**config.mk**
```make
export PLATFORM = sky130hd
export DESIGN_NAME = xcs_decode
export DESIGN_NICKNAME = d
export VERILOG_FILES = /design/src/logic/xcs_pkg.sv /design/src/logic/xcs_decode.sv /design/src/logic/xcs_io_range.sv
export SDC_FILE = /design/constraint.sdc
export NUM_CORES = 1
export LEC_CHECK = 0
export BUFFER_PORTS_ARGS = -buffer_cell sky130_fd_sc_hd__buf_4
export CAP_MARGIN = 0
export CORE_UTILIZATION = 40
export DETAILED_ROUTE_END_ITERATION = 10
export PLACE_DENSITY = 0.73
export REMOVE_ABC_BUFFERS = 1
export SLEW_MARGIN = 10
export SYNTH_ARGS = -nofsm -noshare
export SYNTH_HDL_FRONTEND = slang
export SYNTH_SLANG_ARGS = --single-unit
```
**constraint.sdc**
```tcl
create_clock -name clk -period 4.2 [get_ports clk]
set_clock_uncertainty 0.2 [all_clocks]
set_input_delay 0.63 -clock clk [delete_from_list [all_inputs] [get_ports clk]]
set_output_delay 0.63 -clock clk [all_outputs]
set_load 0.1 [all_outputs]
```
**src/logic/xcs_pkg.sv**
```systemverilog
// constants for the x-bus chip select decode block
package xcs_pkg;

    // apb register byte offsets
    localparam logic [7:0]  SYSCTL_OFF   = 8'h00;
    localparam logic [7:0]  XCFG_OFF     = 8'h04;
    localparam logic [7:0]  PROG_SELECT_ZERO_OFF     = 8'h08;
    localparam logic [7:0]  PROG_SELECT_ONE_OFF     = 8'h0c;
    localparam logic [7:0]  STATUS_OFF   = 8'h10;

    // system control port fields
    localparam int unsigned FAST_ADDR20_BIT_BIT = 1;

    // x-bus configuration fields
    localparam int unsigned ROM_FSEG_BIT = 0;
    localparam int unsigned ROM_ESEG_BIT = 1;
    localparam int unsigned ROM_TOP_BIT  = 2;
    localparam int unsigned ROM_WR_BIT   = 3;
    localparam int unsigned KBC_GPO_BIT  = 4;
    localparam int unsigned GENERAL_OUTPUT_TWENTY_SIX_BIT    = 5;

    // programmable range fields
    localparam int unsigned PCS_BASE_LSB = 0;
    localparam int unsigned PCS_MASK_LSB = 16;
    localparam int unsigned PCS_EN_BIT   = 24;

    // values after reset
    localparam logic [31:0] SYSCTL_RST   = 32'h0000_0000;
    localparam logic [31:0] XCFG_RST     = 32'h0000_0005;
    localparam logic [31:0] PCS_RST      = 32'h0000_0000;

    // fixed i/o ports
    localparam logic [15:0] KBC_DATA_IO  = 16'h0060;
    localparam logic [15:0] KBC_CMD_IO   = 16'h0064;
    localparam logic [15:0] MC_DATA_IO   = 16'h0062;
    localparam logic [15:0] MC_CMD_IO    = 16'h0066;

    // firmware memory windows, upper address bits
    localparam logic [7:0]  ROM_FSEG_HI  = 8'h0f;
    localparam logic [7:0]  ROM_ESEG_HI  = 8'h0e;
    localparam logic [6:0]  ROM_TOP_HI   = 7'h7f;

    // synchroniser width: 20 sa + 7 la + 4 strobes + 3 levels
    localparam int unsigned SYNC_W       = 34;

    // isa cycle kind, one-hot
    typedef enum logic [4:0] {
        CYC_IDLE   = 5'b00001,
        CYC_IO_RD  = 5'b00010,
        CYC_IO_WR  = 5'b00100,
        CYC_MEM_RD = 5'b01000,
        CYC_MEM_WR = 5'b10000
    } xcs_cycle_e;

endpackage

```
**src/logic/xcs_decode.sv**
```systemverilog
// x-bus chip select decode with apb configuration registers
// Operation
// - the address-20 mask output combines the keyboard controller gate with the fast_addr20_bit bit.
// - the firmware rom select is asserted for reads or writes to enabled firmware ranges.
// - the firmware rom select is decoded from system address 16:0 and latched address 23:17.
// - the firmware rom select is never asserted during dma cycles.
// - the keyboard controller select is asserted for i/o accesses to ports 60h and 64h.
// - the keyboard controller select pin can be turned into a general purpose output.
// - the microcontroller select is asserted for i/o accesses to ports 62h and 66h.
// - each programmable select goes low for pci-initiated isa i/o cycles in its range.
// - while a programmable select is active the x-bus buffer enable and direction are driven.
`timescale 1ns/10ps
`default_nettype none

module xcs_decode #(
    parameter int unsigned MASK_W = 8
) (
    // clock and reset
    input  wire logic        clk,
    input  wire logic        rstn,
    // apb slave
    input  wire logic [7:0]  paddr,
    input  wire logic        psel,
    input  wire logic        penable,
    input  wire logic        pwrite,
    input  wire logic [31:0] pwdata,
    output logic [31:0]      prdata,
    output logic             pready,
    output logic             pslverr,
    // isa address and command pins
    input  wire logic [19:0] isa_system_address,
    input  wire logic [6:0]  isa_latched_address,
    input  wire logic        ior_n,
    input  wire logic        iow_n,
    input  wire logic        memr_n,
    input  wire logic        memw_n,
    input  wire logic        dma_cycle,
    input  wire logic        pci_master_cycle,
    input  wire logic        addr20_gate_in,
    // power management, same clock
    input  wire logic        power_on_suspend,
    // x-bus outputs, active low
    output logic             addr20_mask_out_n,
    output logic             firmware_rom_select_n,
    output logic             keyboard_ctrl_select_n,
    output logic             micro_ctrl_select_n,
    output logic             prog_select_zero_n,
    output logic             prog_select_one_n,
    output logic             xbus_buffer_output_enable_n,
    output logic             xbus_buffer_direction_n
);

    localparam int unsigned SYNC_W_L = xcs_pkg::SYNC_W;

    // configuration registers
    logic [31:0]               sysctl_q;
    logic [31:0]               xcfg_q;
    logic [31:0]               pcs_q [2];
    // apb read path
    logic [31:0]               rdata_q;
    logic                      slverr_q;
    logic [31:0]               rdata_d;
    logic                      mapped_d;
    logic                      wr_en;
    // pin synchroniser
    logic [SYNC_W_L-1:0]       sync_in;
    logic [SYNC_W_L-1:0]       sync1_q;
    logic [SYNC_W_L-1:0]       sync2_q;
    // decoded cycle
    logic [19:0]               sa;
    logic [6:0]                la;
    logic [23:0]               mem_addr;
    logic                      s_ior_n;
    logic                      s_iow_n;
    logic                      s_memr_n;
    logic                      s_memw_n;
    logic                      s_dma;
    logic                      s_pci;
    logic                      s_gate;
    xcs_pkg::xcs_cycle_e       cycle;
    // select next values and registers
    logic                      rom_d;
    logic                      kbc_d;
    logic                      mc_d;
    logic [1:0]                pcs_hit;
    logic [1:0]                pcs_d;
    logic                      a20_mask_q;
    logic                      rom_q;
    logic                      kbc_q;
    logic                      mc_q;
    logic [1:0]                pcs_sel_q;
    logic                      xoe_q;
    logic                      xbus_buffer_direction_q;

    // ---------------- apb slave ----------------

    // zero wait states: read data is captured in the setup cycle
    assign pready  = 1'b1;
    assign prdata  = rdata_q;
    assign pslverr = slverr_q;
    assign wr_en   = psel & penable & pwrite & ~slverr_q;

    // read mux and address decode
    always_comb begin
        rdata_d  = 32'h0000_0000;
        mapped_d = 1'b1;
        if (paddr == xcs_pkg::SYSCTL_OFF) begin
            rdata_d = sysctl_q;
        end else if (paddr == xcs_pkg::XCFG_OFF) begin
            rdata_d = xcfg_q;
        end else if (paddr == xcs_pkg::PROG_SELECT_ZERO_OFF) begin
            rdata_d = pcs_q[0];
        end else if (paddr == xcs_pkg::PROG_SELECT_ONE_OFF) begin
            rdata_d = pcs_q[1];
        end else if (paddr == xcs_pkg::STATUS_OFF) begin
            // live pin state as driven, so software sees the block's own decode
            rdata_d = {24'h00_0000, xbus_buffer_direction_q, xoe_q, pcs_sel_q, mc_q, kbc_q, rom_q, a20_mask_q};
        end else begin
            mapped_d = 1'b0;
        end
    end

    // setup cycle latches read data and the error answer for the access phase
    always_ff @(posedge clk or negedge rstn) begin
        if (!rstn) begin
            rdata_q  <= 32'h0000_0000;
            slverr_q <= 1'b0;
        end else if (psel && !penable) begin
            rdata_q  <= pwrite ? 32'h0000_0000 : rdata_d;
            slverr_q <= ~mapped_d;
        end
    end

    // system control port: only the fast_addr20_bit bit is implemented
    always_ff @(posedge clk or negedge rstn) begin
        if (!rstn) begin
            sysctl_q <= xcs_pkg::SYSCTL_RST;
        end else if (wr_en && paddr == xcs_pkg::SYSCTL_OFF) begin
            sysctl_q <= {30'h0000_0000, pwdata[xcs_pkg::FAST_ADDR20_BIT_BIT], 1'b0};
        end
    end

    // x-bus configuration: rom windows, rom write enable, gpo mode and value
    always_ff @(posedge clk or negedge rstn) begin
        if (!rstn) begin
            xcfg_q <= xcs_pkg::XCFG_RST;
        end else if (wr_en && paddr == xcs_pkg::XCFG_OFF) begin
            xcfg_q <= {26'h000_0000, pwdata[5:0]};
        end
    end

    // programmable range registers, one per select
    for (genvar i = 0; i < 2; i++) begin : g_pcs_reg
        localparam logic [7:0] OFF = (i == 0) ? xcs_pkg::PROG_SELECT_ZERO_OFF : xcs_pkg::PROG_SELECT_ONE_OFF;
        always_ff @(posedge clk or negedge rstn) begin
            if (!rstn) begin
                pcs_q[i] <= xcs_pkg::PCS_RST;
            end else if (wr_en && paddr == OFF) begin
                pcs_q[i] <= {7'h00, pwdata[24:0]};
            end
        end
    end

    // ---------------- pin synchroniser ----------------

    assign sync_in = {isa_system_address, isa_latched_address,
                      ior_n, iow_n, memr_n, memw_n,
                      dma_cycle, pci_master_cycle, addr20_gate_in};

    // two flops; strobes idle high so they reset high, costing two cycles of latency
    always_ff @(posedge clk or negedge rstn) begin
        if (!rstn) begin
            sync1_q <= {27'h000_0000, 4'hf, 3'h0};
            sync2_q <= {27'h000_0000, 4'hf, 3'h0};
        end else begin
            sync1_q <= sync_in;
            sync2_q <= sync1_q;
        end
    end

    assign sa       = sync2_q[33:14];
    assign la       = sync2_q[13:7];
    assign s_ior_n  = sync2_q[6];
    assign s_iow_n  = sync2_q[5];
    assign s_memr_n = sync2_q[4];
    assign s_memw_n = sync2_q[3];
    assign s_dma    = sync2_q[2];
    assign s_pci    = sync2_q[1];
    assign s_gate   = sync2_q[0];
    assign mem_addr = {la, sa[16:0]};

    // classify the current isa command; i/o wins if strobes ever overlap
    always_comb begin
        if (!s_ior_n) begin
            cycle = xcs_pkg::CYC_IO_RD;
        end else if (!s_iow_n) begin
            cycle = xcs_pkg::CYC_IO_WR;
        end else if (!s_memr_n) begin
            cycle = xcs_pkg::CYC_MEM_RD;
        end else if (!s_memw_n) begin
            cycle = xcs_pkg::CYC_MEM_WR;
        end else begin
            cycle = xcs_pkg::CYC_IDLE;
        end
    end

    // ---------------- select decode ----------------

    // firmware rom: enabled windows only, writes only when allowed, never for dma
    always_comb begin
        logic win;
        logic cmd;
        win = (xcfg_q[xcs_pkg::ROM_FSEG_BIT] && mem_addr[23:16] == xcs_pkg::ROM_FSEG_HI)
            | (xcfg_q[xcs_pkg::ROM_ESEG_BIT] && mem_addr[23:16] == xcs_pkg::ROM_ESEG_HI)
            | (xcfg_q[xcs_pkg::ROM_TOP_BIT]  && la == xcs_pkg::ROM_TOP_HI);
        cmd = (cycle == xcs_pkg::CYC_MEM_RD)
            | ((cycle == xcs_pkg::CYC_MEM_WR) & xcfg_q[xcs_pkg::ROM_WR_BIT]);
        rom_d = win & cmd & ~s_dma;
    end

    // fixed i/o selects; for i/o cycles only sa[15:0] carry a defined address
    always_comb begin
        logic io;
        io    = (cycle == xcs_pkg::CYC_IO_RD) | (cycle == xcs_pkg::CYC_IO_WR);
        kbc_d = io & ((sa[15:0] == xcs_pkg::KBC_DATA_IO)
                    | (sa[15:0] == xcs_pkg::KBC_CMD_IO));
        mc_d  = io & ((sa[15:0] == xcs_pkg::MC_DATA_IO)
                    | (sa[15:0] == xcs_pkg::MC_CMD_IO));
    end

    // programmable ranges, each qualified by a pci-initiated i/o cycle
    for (genvar i = 0; i < 2; i++) begin : g_pcs
        xcs_io_range #(
            .MASK_W (MASK_W)
        ) u_range (
            .io_addr (sa[15:0]),
            .base    (pcs_q[i][xcs_pkg::PCS_BASE_LSB +: 16]),
            .mask    (pcs_q[i][xcs_pkg::PCS_MASK_LSB +: MASK_W]),
            .enable  (pcs_q[i][xcs_pkg::PCS_EN_BIT]),
            .hit     (pcs_hit[i])
        );
        assign pcs_d[i] = pcs_hit[i] & s_pci & ~s_dma
                        & ((cycle == xcs_pkg::CYC_IO_RD) | (cycle == xcs_pkg::CYC_IO_WR));
    end

    // ---------------- output registers ----------------

    // address-20 mask is inactive while either source enables a20
    always_ff @(posedge clk or negedge rstn) begin
        if (!rstn) begin
            a20_mask_q <= 1'b0;
        end else begin
            a20_mask_q <= s_gate | sysctl_q[xcs_pkg::FAST_ADDR20_BIT_BIT];
        end
    end

    // chip selects held high in reset, and in suspend except the kbc pin in gpo mode, which keeps its gpo value
    always_ff @(posedge clk or negedge rstn) begin
        if (!rstn) begin
            rom_q     <= 1'b1;
            kbc_q     <= 1'b1;
            mc_q      <= 1'b1;
            pcs_sel_q <= 2'b11;
        end else if (power_on_suspend) begin
            rom_q     <= 1'b1;
            kbc_q     <= xcfg_q[xcs_pkg::KBC_GPO_BIT] ? xcfg_q[xcs_pkg::GENERAL_OUTPUT_TWENTY_SIX_BIT] : 1'b1;
            mc_q      <= 1'b1;
            pcs_sel_q <= 2'b11;
        end else begin
            rom_q     <= ~rom_d;
            // gpo mode hands the pin to software
            kbc_q     <= xcfg_q[xcs_pkg::KBC_GPO_BIT] ? xcfg_q[xcs_pkg::GENERAL_OUTPUT_TWENTY_SIX_BIT] : ~kbc_d;
            mc_q      <= ~mc_d;
            pcs_sel_q <= ~pcs_d;
        end
    end

    // buffer controls follow the programmable selects in the same cycle
    always_ff @(posedge clk or negedge rstn) begin
        if (!rstn) begin
            xoe_q  <= 1'b1;
            xbus_buffer_direction_q <= 1'b1;
        end else if (power_on_suspend) begin
            xoe_q  <= 1'b1;
            xbus_buffer_direction_q <= 1'b1;
        end else begin
            xoe_q  <= ~(|pcs_d);
            xbus_buffer_direction_q <= ~((|pcs_d) & (cycle == xcs_pkg::CYC_IO_RD));
        end
    end

    assign addr20_mask_out_n           = a20_mask_q;
    assign firmware_rom_select_n       = rom_q;
    assign keyboard_ctrl_select_n      = kbc_q;
    assign micro_ctrl_select_n         = mc_q;
    assign prog_select_zero_n          = pcs_sel_q[0];
    assign prog_select_one_n           = pcs_sel_q[1];
    assign xbus_buffer_output_enable_n = xoe_q;
    assign xbus_buffer_direction_n     = xbus_buffer_direction_q;

endmodule

`default_nettype wire

```
**src/logic/xcs_io_range.sv**
```systemverilog
// one programmable i/o range comparator
`timescale 1ns/10ps
`default_nettype none

module xcs_io_range #(
    parameter int unsigned MASK_W = 8
) (
    // address under test
    input  wire logic [15:0]       io_addr,
    // programmed window
    input  wire logic [15:0]       base,
    input  wire logic [MASK_W-1:0] mask,
    input  wire logic              enable,
    // result
    output logic                   hit
);

    logic [15:0] care;

    // mask bits mark low address bits that do not take part in the compare
    assign care = ~{{(16 - MASK_W){1'b0}}, mask};
    assign hit  = enable & (((io_addr ^ base) & care) == 16'h0000);

endmodule

`default_nettype wire

```
**Yosys cells after proc, flatten, opt, wreduce, memory -nomap -nowiden**

Index checks and enable logic that the tools add are counted.

- Bits in registers: 160
- Word-level logic and storage cells: 105

- Equal/unequal tests: 15
- Mux-type cells: 23
- Bitwise gates (word level): 39
- Reduce and logical (&&, ||, !) cells: 13

Operators with widths:

| kind | number |
|---|---|
| $mux W32 | 3 |
| $eq A16 B7 Y1 const B | 4 |
| $mux W25 | 2 |
| $and A16 B16 Y16 | 2 |
| $eq A8 B4 Y1 const B | 4 |
| $logic_not A16 Y1 | 2 |
| $not A8 Y16 | 2 |
| $xor A16 B16 Y16 | 2 |
| $mux W5 | 4 |
| $and A1 B1 Y1 | 17 |
| $mux W1 | 12 |
| $eq A8 B3 Y1 const B | 1 |
| $eq A8 B5 Y1 const B | 1 |
| $logic_and A1 B1 Y1 | 8 |
| $logic_not A8 Y1 | 1 |
| $mux W8 | 1 |
| $not A1 Y1 | 8 |
| $eq A7 B7 Y1 const B | 1 |
| $or A1 B1 Y1 | 7 |
| $eq A5 B2 Y1 const B | 1 |
| $eq A5 B3 Y1 const B | 1 |
| $eq A5 B4 Y1 const B | 1 |
| $eq A5 B5 Y1 const B | 1 |
| $mux W2 | 1 |
| other kinds (3) | 3 |

**Logic depth before layout (Yosys ltp)**

Gate-level depths: netlist of run 1.

- Word-level depth: 11
- Depth in mapped cells: 7
- Depth with buffers taken out: 5

**By module**

A second synthesis of run 1 with hierarchy kept.

- Cells, all modules: 441
- Area, all modules: 6,118.4 um^2

Modules (own cells, without submodules):

| module | instances | cells an instance | area each (um^2) |
|---|---|---|---|
| xcs_decode | 1 | 391 | 5,718.0 |
| xcs_io_range | 2 | 25 | 200.2 |

**Least setup slack after synthesis of run 1**

Ideal clock, no wire load.

- Path type: input-to-reg
- Start: in paddr[5]
- End: reg pcs_q[37] in the netlist's numbering
- Library setup time: 125 ps
- Arrival: 2,376 ps
- Path slack: 1,498 ps
- Stages: 7
- Buffers on the path: 2
- Cells stage by stage: or4_4 > buf_6 > nor2_4 > nand2_4 > nor3b_4 > buf_12 > mux2_4

- Longest elaborated chain between the ends: 2

RTL lines:

| what | line | RTL |
|---|---|---|
| from (decl) | xcs_decode.sv:22 | `input wire logic [7:0] paddr,` |
| $eq A8 B4 Y1 | xcs_decode.sv:158 | `end else if (wr_en && paddr == OFF) begin` |
| $logic_and A1 B1 Y1 | xcs_decode.sv:158 |  |
| to (signal, indexed assignment) | xcs_decode.sv:157 | `pcs_q[i] <= xcs_pkg::PCS_RST;` |
| to (signal, indexed assignment) | xcs_decode.sv:159 | `pcs_q[i] <= {7'h00, pwdata[24:0]};` |
| to (decl) | xcs_decode.sv:58 | `logic [31:0] pcs_q [2];` |

No other way between the ends.
A chain may end at the register's enable or synchronous reset.

**Final worst setup path of run 1**

- Start: in paddr[5]
- End: reg pcs_q[34] in the netlist's numbering

The elaborated chain is that of the path after synthesis.

==> results of run 1 <==
-- logic make-up after synthesis --
| family | after synthesis | synth area share, % |
|---|---|---|
| buffers and inverters | 27 | 2.93 |
| XOR/XNOR | 32 | 4.56 |
| flip-flops | 153 | 62.7 |
| multiplexers | 75 | 14.6 |
| other | 2 | 0.122 |
| AO/OA/AOI/OAI | 60 | 5.75 |
| AND/OR/NAND/NOR | 110 | 9.35 |
-- worst register-to-register path, cell delays in order, from the launching register on --
cell	delay, ps
dfrtp_1	390
and4b_1	320
nor3b_4	190
buf_4	450
mux2_2	400
-- synthesized netlist by cell type, types with 2 or more instances --
cell,instances
dfrtp_1,136
nand2_1,42
mux2_2,36
xnor2_1,32
o21ai_0,23
mux2_4,20
mux2i_1,19
dfstp_2,17
nor2_1,17
a21oi_1,14
buf_4,10
nand3_1,10
clkbuf_1,9
o22ai_1,9
nor3_1,7
nor4_1,7
o41ai_1,5
nand2b_1,4
nand4_1,3
nor2b_1,3
o21ai_1,3
or2_2,3
a32o_1,2
buf_1,2
buf_12,2
conb_1,2
inv_1,2
nor3_4,2
or3_1,2
-- flip-flops by register name (all words and copies together) (netlist names) --
signal and count:
prdata 25, pcs_sel_q 2, xbus_buffer_direction_n 1, pcs_q 50, addr20_mask_out_n 1, sync1_q 31, sysctl_q 1, micro_ctrl_select_n 1
firmware_rom_select_n 1, pslverr 1, keyboard_ctrl_select_n 1, xbus_buffer_output_enable_n 1, xcfg_q 6, sync2_q 31
-- worst max-delay path by stage --
stage / start / to / slack (ps) / depth (start not counted)
after floorplan: paddr[5] / pcs_q[32] / 1010 / 5
after global placement: paddr[5] / pcs_q[35] / 1290 / 7
after detailed placement: paddr[5] / pcs_q[35] / 1250 / 7
after CTS: paddr[5] / pcs_q[34] / 1710 / 7
after global routing: paddr[5] / pcs_q[34] / 1610 / 7
final: paddr[5] / pcs_q[34] / 1680 / 7
-- final cells by class --
type                            instances  share of cell area (%)
Multi-Input combinational cell        285                    28.0
Sequential cell                       153                    50.4
Inverter                                2                  0.0984
Clock buffer                           18                    5.75
Tap cell                              184                    3.02
Clock inverter                         13                    2.00
Timing Repair Buffer                  107                    10.7
-- routing by layer --
layer | GRT usage (%) | vias up
li1 | - | 1796
met1 | 22.8 | 1961
met2 | 29.7 | 112
met3 | 4.89 | 23
met4 | 8.29 | 0
met5 | 0 | -
-- report_power, final --
group	internal [mW]	total (mW)	leakage, nW	switching [mW]
Sequential	1.52	1.54	1.94	0.0242
Combinational	0.0785	0.211	1.30	0.132
Clock	0.940	1.52	0.291	0.579
-- placed cells by master (no fill, tap or decap), drive strengths merged, types with 7 or more instances in the layout --
cell / synthesis / routed
nor3: 9 / 9
nand2: 43 / 43
clkinv: 0 / 7
mux2i: 19 / 19
nand3: 10 / 10
buf: 16 / 107
o22ai: 9 / 9
o21ai: 26 / 26
dfstp: 17 / 17
a21oi: 14 / 14
nor2: 19 / 19
xnor2: 32 / 32
conb: 2 / 8
clkbuf: 9 / 18
mux2: 56 / 56
nor4: 7 / 7
dfrtp: 136 / 136
==> flow_summary.yaml, run 1 <==
detailed_routing:
  drc: 0
  vias: 3892
  drt-met1-wl_um: 5690
  drt_pre_antenna_iters: 4
  wl_per_cell_um: 17.6
  routed.top_layer: "met4"
  wl_met3_um: 714
  post_drt_via_cell_ratio: 5.11
  wl_met2_um: 6690
  ant_nets: 0
  finalWirelength_um: 13400
  initialDrtViolationCount: 197
synth:
  syn_inst: 459
  yosysWarnings: 0
  synthArstFlopShare_pct: 100
  syn_area_sq_um: 6140
  yosysTopAreaCell: "dfrtp_1"
  synth_edf_count: 0
  ys_seq_area_share_pct: 62.7
  synth_top_area_share_pct: 55.4
  syn_avg_cell_area_sq_um: 13.4
  ys_ff_latch: 153
  synthTopCellsByArea: "dfrtp_1 (55%), dfstp_2 (7.3%), mux2_2 (6.6%), mux2_4 (4.9%), xnor2_1 (4.6%)"
  synth-main-ff-cell: "dfrtp_1"
  synth.distinct_cells: 45
power:
  power_density_nw_per_um2: 428
  finalPower_mw: 3.27
  vdd_ir_drop_max_v: 0.000284
  p_leak_nw: 3.54
place:
  place_congestion: 0.843
  place_ws_ps: 1250
  placed_area_sq_um: 7040
  port_buffers: 103
  dp_hpwl_um: 9610
  place_inst: 731
global_routing:
  grt_overflow: 0
  grt_max_degree: 89
  track_usage_pct: 18.2
  antenna_found_initial: 0
  grt_pass1_vias: 4181
  grt_pass1_wl_um: 21700
floorplan:
  dieArea_sq_um: 15900
  rows: 44
  die_h_um: 126
  initial_utilization_pct: 41.6
  core_sq_um: 14800
  pin_count: 122
  die_x_um: 126
clocking:
  cts-hold-fix-buffers: 0
  cts_buffer_depth: 2
  cts_made_buffers: 17
  cts_root_buffer: "clkbuf_16"
  postCtsSetupBuffers: 0
  cts_tree: "yes"
  clkTransAtPathRegs_ps: 60
  clock-sinks: 153
  htree_levels: 4
  post_cts_resized: 0
  clock_insertion_delay_worst_skew_ps: 430
job:
  maxCapViolations: 0
setup_path:
  cpPeakStageDelay_ps: 600
  worstReg2RegStart: "pslverr"
  path_cells: "buf_4 > or4_4 > nor2_4 > nand2_4 > nor3b_4 > buf_4 > mux2_2"
  cp_common_cell: "buf_4"
  end_kind: "flip-flop"
  r2r_slack_ps: 2140
  reg2reg_depth: 4
  cp.required_ps: 4310
  r2r_end: "pcs_q[34]"
  crit_slowest_cell: "or4_4"
  path_buf_inv: 2
  cp-start-kind: "input pin"
  cp_max_fo: 25
  critPathArrivalTime_ps: 2630
  critical_path_class: "input pin to flip-flop"
  critPathTopFamily: "simple AND/OR/NAND/NOR gates"
sta:
  setup_violations: 0
  hold_ws_ps: 59.5
  period_minus_slack_ps: 2520
  worstMarginPinSlew_ps: 773
  fmax_mhz: 397
  hold_viol: 0
  relSlewSlack_pct: 48.5
  slew_viol_final: 0
  finalCritPeriodShare_pct: 60.0
  rsz0062_at_grt: "false"
  setup_ws_ps: 1680
  tns_ps: 0
finish:
  areaGrowthSynthToFinish_pct: 24.3
  multi_input_area_sq_um: 2130
  finish.instance_area_sq_um: 7630
  fin_util_pct: 51.7
  nets: 646
  drive_gt1_share_pct: 38.4
  num_antenna_cells: 0
  layoutNonFillerInstCount: 762
  area.sequential_sq_um: 3850
  nFillCells: 1237
hold_path:
  min_path_type: "input pin to async pin"
status:
  status: "finished, final reports clean"
Note: power is estimated with default switching activity, not from simulation.
==> run 2, diff against run 1 <==
--- a/config.mk
+++ b/config.mk
@@ -5,6 +5,7 @@
 export SDC_FILE = /design/constraint.sdc
 export NUM_CORES = 1
 export LEC_CHECK = 0
+export ABC_AREA = 1
 export BUFFER_PORTS_ARGS = -buffer_cell sky130_fd_sc_hd__buf_4
 export CAP_MARGIN = 0
 export CORE_UTILIZATION = 40
==> constraint.sdc (replaced) <==
create_clock -name clk -period 2.4 [get_ports clk]
set_clock_uncertainty 0.2 [all_clocks]
set_input_delay 0.36 -clock clk [delete_from_list [all_inputs] [get_ports clk]]
set_output_delay 0.36 -clock clk [all_outputs]
set_load 0.1 [all_outputs]
==> run 2 against run 1 <==
Clock power increased by 95%. Worst setup slack got worse by 1100 ps. Combinational power increased by 100%. Critical path type is now flip-flop to output pin. Critical endpoint is now firmware_rom_select_n.
==> flow_summary.yaml, run 2 <==
detailed_routing:
  ant_nets: 0
  drt_pre_antenna_iters: 5
  drc: 0
  post_drt_via_cell_ratio: 4.60
  finalWirelength_um: 15200
  vias: 5018
  wl_per_cell_um: 14.0
  initialDrtViolationCount: 327
hold_path:
  hold_depth: 3
  hold_start: "pwdata[10]"
  min_path_type: "input pin to flip-flop"
  holdPathEnd: "pcs_q[10]"
sta:
  hold_ws_ps: 9.90
  tns_ps: 0
  relSlewSlack_pct: 61.0
  worstMarginPinSlew_ps: 584
  setup_violations: 0
  slew_viol_final: 0
  period_minus_slack_ps: 1850
  finalCritPeriodShare_pct: 76.9
  rsz0062_at_grt: "false"
  fmax_mhz: 542
  hold_viol: 0
synth:
  synth_edf_count: 0
  ys_ff_latch: 153
  synth.most_common_cell: "nand2_1"
  synth_top_area_share_pct: 52.1
  ys_seq_area_share_pct: 59.0
  yosysTopAreaCell: "dfrtp_1"
  synthTopCellsByCount: "nand2_1 (218), dfrtp_1 (136), inv_1 (95)"
  synthTopCellsByArea: "dfrtp_1 (52%), nand2_1 (13%), dfstp_2 (6.8%), inv_1 (5.5%), o21ai_2 (4.2%)"
  synth_xor_xnor_area_share_pct: 0.268
  synth_top_family_by_area: "simple AND/OR/NAND/NOR gates"
  synth-main-ff-cell: "dfrtp_1"
  synth_fa_ha_area_share_pct: 0
  synthArstFlopShare_pct: 100
  synth_compound_area_share_pct: 10.8
  syn_area_sq_um: 6530
  yosysWarnings: 0
  synth.distinct_cells: 31
  synth-simple-area-share_pct: 20.6
  syn_avg_cell_area_sq_um: 9.12
  syn_inst: 716
  muxShareOfSynthArea_pct: 0
global_routing:
  track_usage_pct: 19.9
  antenna_found_initial: 0
  use_met1_pct: 25.6
  grt_max_degree: 69
  use_met3_pct: 4.51
  grt_overflow: 0
  busiest_layer: "met2"
  grt_pass1_vias: 4956
  met2_usage_pct: 32.9
  grt_pass1_wl_um: 24900
floorplan:
  initial_utilization_pct: 41.1
  pin_count: 122
  core_sq_um: 15900
  dieArea_sq_um: 16800
  die_x_um: 130
  rows: 46
  die_h_um: 130
power:
  switching_share_pct: 22.8
  finalPower_mw: 6.09
  vdd_ir_drop_max_v: 0.000497
  power_density_nw_per_um2: 716
  p_leak_nw: 4.26
  p_int_mw: 4.70
  seqPwrFrac_pct: 44.1
  pwr-share-comb_pct: 7.1
  clockPowerShare_pct: 48.8
  p_switching_mw: 1.39
finish:
  finish.instance_area_sq_um: 8500
  multi_input_area_sq_um: 2090
  nets: 943
  drive_gt1_share_pct: 24.9
  final_common_cell: "nand2_1"
  regMostFlops: "pcs_q"
  nFillCells: 1462
  area.sequential_sq_um: 3850
  layoutNonFillerInstCount: 1092
  reg_top3: "pcs_q: 50 flops, sync1_q: 31 flops, sync2_q: 31 flops"
  final_cell_mix: "nand2_1 (218), dfrtp_1 (136), buf_4 (109), inv_1 (95), o21ai_1 (46)"
  num_antenna_cells: 0
  areaGrowthSynthToFinish_pct: 30.2
  largest_reg_flops: 50
place:
  port_buffers: 103
  placed_area_sq_um: 7480
  place_congestion: 0.857
  dp_hpwl_um: 10400
  place_inst: 1024
clocking:
  cts_buffer_depth: 2
  clkTransAtPathRegs_ps: 60
  cts_root_buffer: "clkbuf_16"
  cts_tree: "yes"
  clock_insertion_delay_worst_skew_ps: 430
  clock-sinks: 153
  postCtsSetupBuffers: 0
  htree_levels: 4
  cts_made_buffers: 17
setup_path:
  cp-start-kind: "flip-flop"
  critPathArrivalTime_ps: 1290
  reg2reg_depth: 5
  cpPeakStageDelay_ps: 560
  cp_max_fo: 2
  critical_path_class: "flip-flop to output pin"
  r2r_slack_ps: 770
  end_kind: "output pin"
  path_cells: "buf_4"
  cp.required_ps: 1840
  path_buf_inv: 1
  crit_slowest_cell: "dfstp_2"
  worstReg2RegStart: "pslverr"
  startpoint: "firmware_rom_select_n"
  r2r_end: "pcs_q[2]"
  critPathTopFamily: "flip-flops"
status:
  status: "finished, final reports clean"
job:
  maxCapViolations: 0
[run 2: cell count changes after synthesis, moves of 21 or more]
cell     previous run  this run
nand2_1            42       218
mux2_2             36         0
inv_1               2        95
o21ai_2             0        31
nand3_1            10        31
o21ai_1             3        46
xnor2_1            32         2
[run 2: kinds of logic after synthesis]
family,after synthesis
AOI/OAI and AO/OA,115
xor gates and xnor gates,2
buffers and inverters,131
DFF,153
other,2
and+or+nand+nor,313
[run 2: cell type report]
| type | count | share of cell area, % |
|---|---|---|
| multi-input combinational | 438 | 24.6 |
| timing repair buffer | 148 | 14.5 |
| inverter | 105 | 4.67 |
| clock inverter | 13 | 2.55 |
| sequential | 153 | 45.3 |
| clock buffer | 19 | 5.21 |
| tap | 216 | 3.18 |
[run 2: worst max-delay path by stage]
stage,endpoint,slack [ps],cells after the start
floorplan,pcs_q[32],290,4
global placement,prdata[18],350,9
detailed placement,prdata[24],310,9
CTS,firmware_rom_select_n,550,1
global route,prdata[24],540,9
finish,firmware_rom_select_n,550,1
[run 2: per-layer routing]
| metal | wire, um | up-vias | part of all wire, % |
|---|---|---|---|
| li1 | - | 2515 | - |
| met1 | 6760 | 2339 | 44 |
| met2 | 7470 | 147 | 49 |
| met3 | 852 | 17 | 5.6 |
| met4 | 158 | 0 | 1.0 |
| met5 | 0 | - | 0 |
[run 2: per-stage QoR]
stage                     utilization [%]  setup slack [ps]
final                                53.5               554
after global routing                 53.5               537
after CTS                            53.5               545
after detailed placement             47.1               308
after global placement               47.1               353
after floorplan                         -               288
[run 2: power groups by stage]
stage               sequential, mW  clock, mW  combinational [mW]
finish                        2.69       2.97               0.430
global route                  2.69       3.13               0.475
CTS                           2.69       3.02               0.434
detailed placement            2.73          0               0.387
global placement              2.73          0               0.383
floorplan                     2.75          0               0.168
[run 2: timing repair]
item                                    4_1_cts  5_1_grt
endpoints found under the setup margin        0        0
endpoints found under the hold margin        79        0
hold buffers                                 36        0
resized for setup                             0        0
[run 2: tightest hold or removal path, stage by stage]
cell and delay [ps]:
buf_4 80, inv_1 40, o21ai_2 110
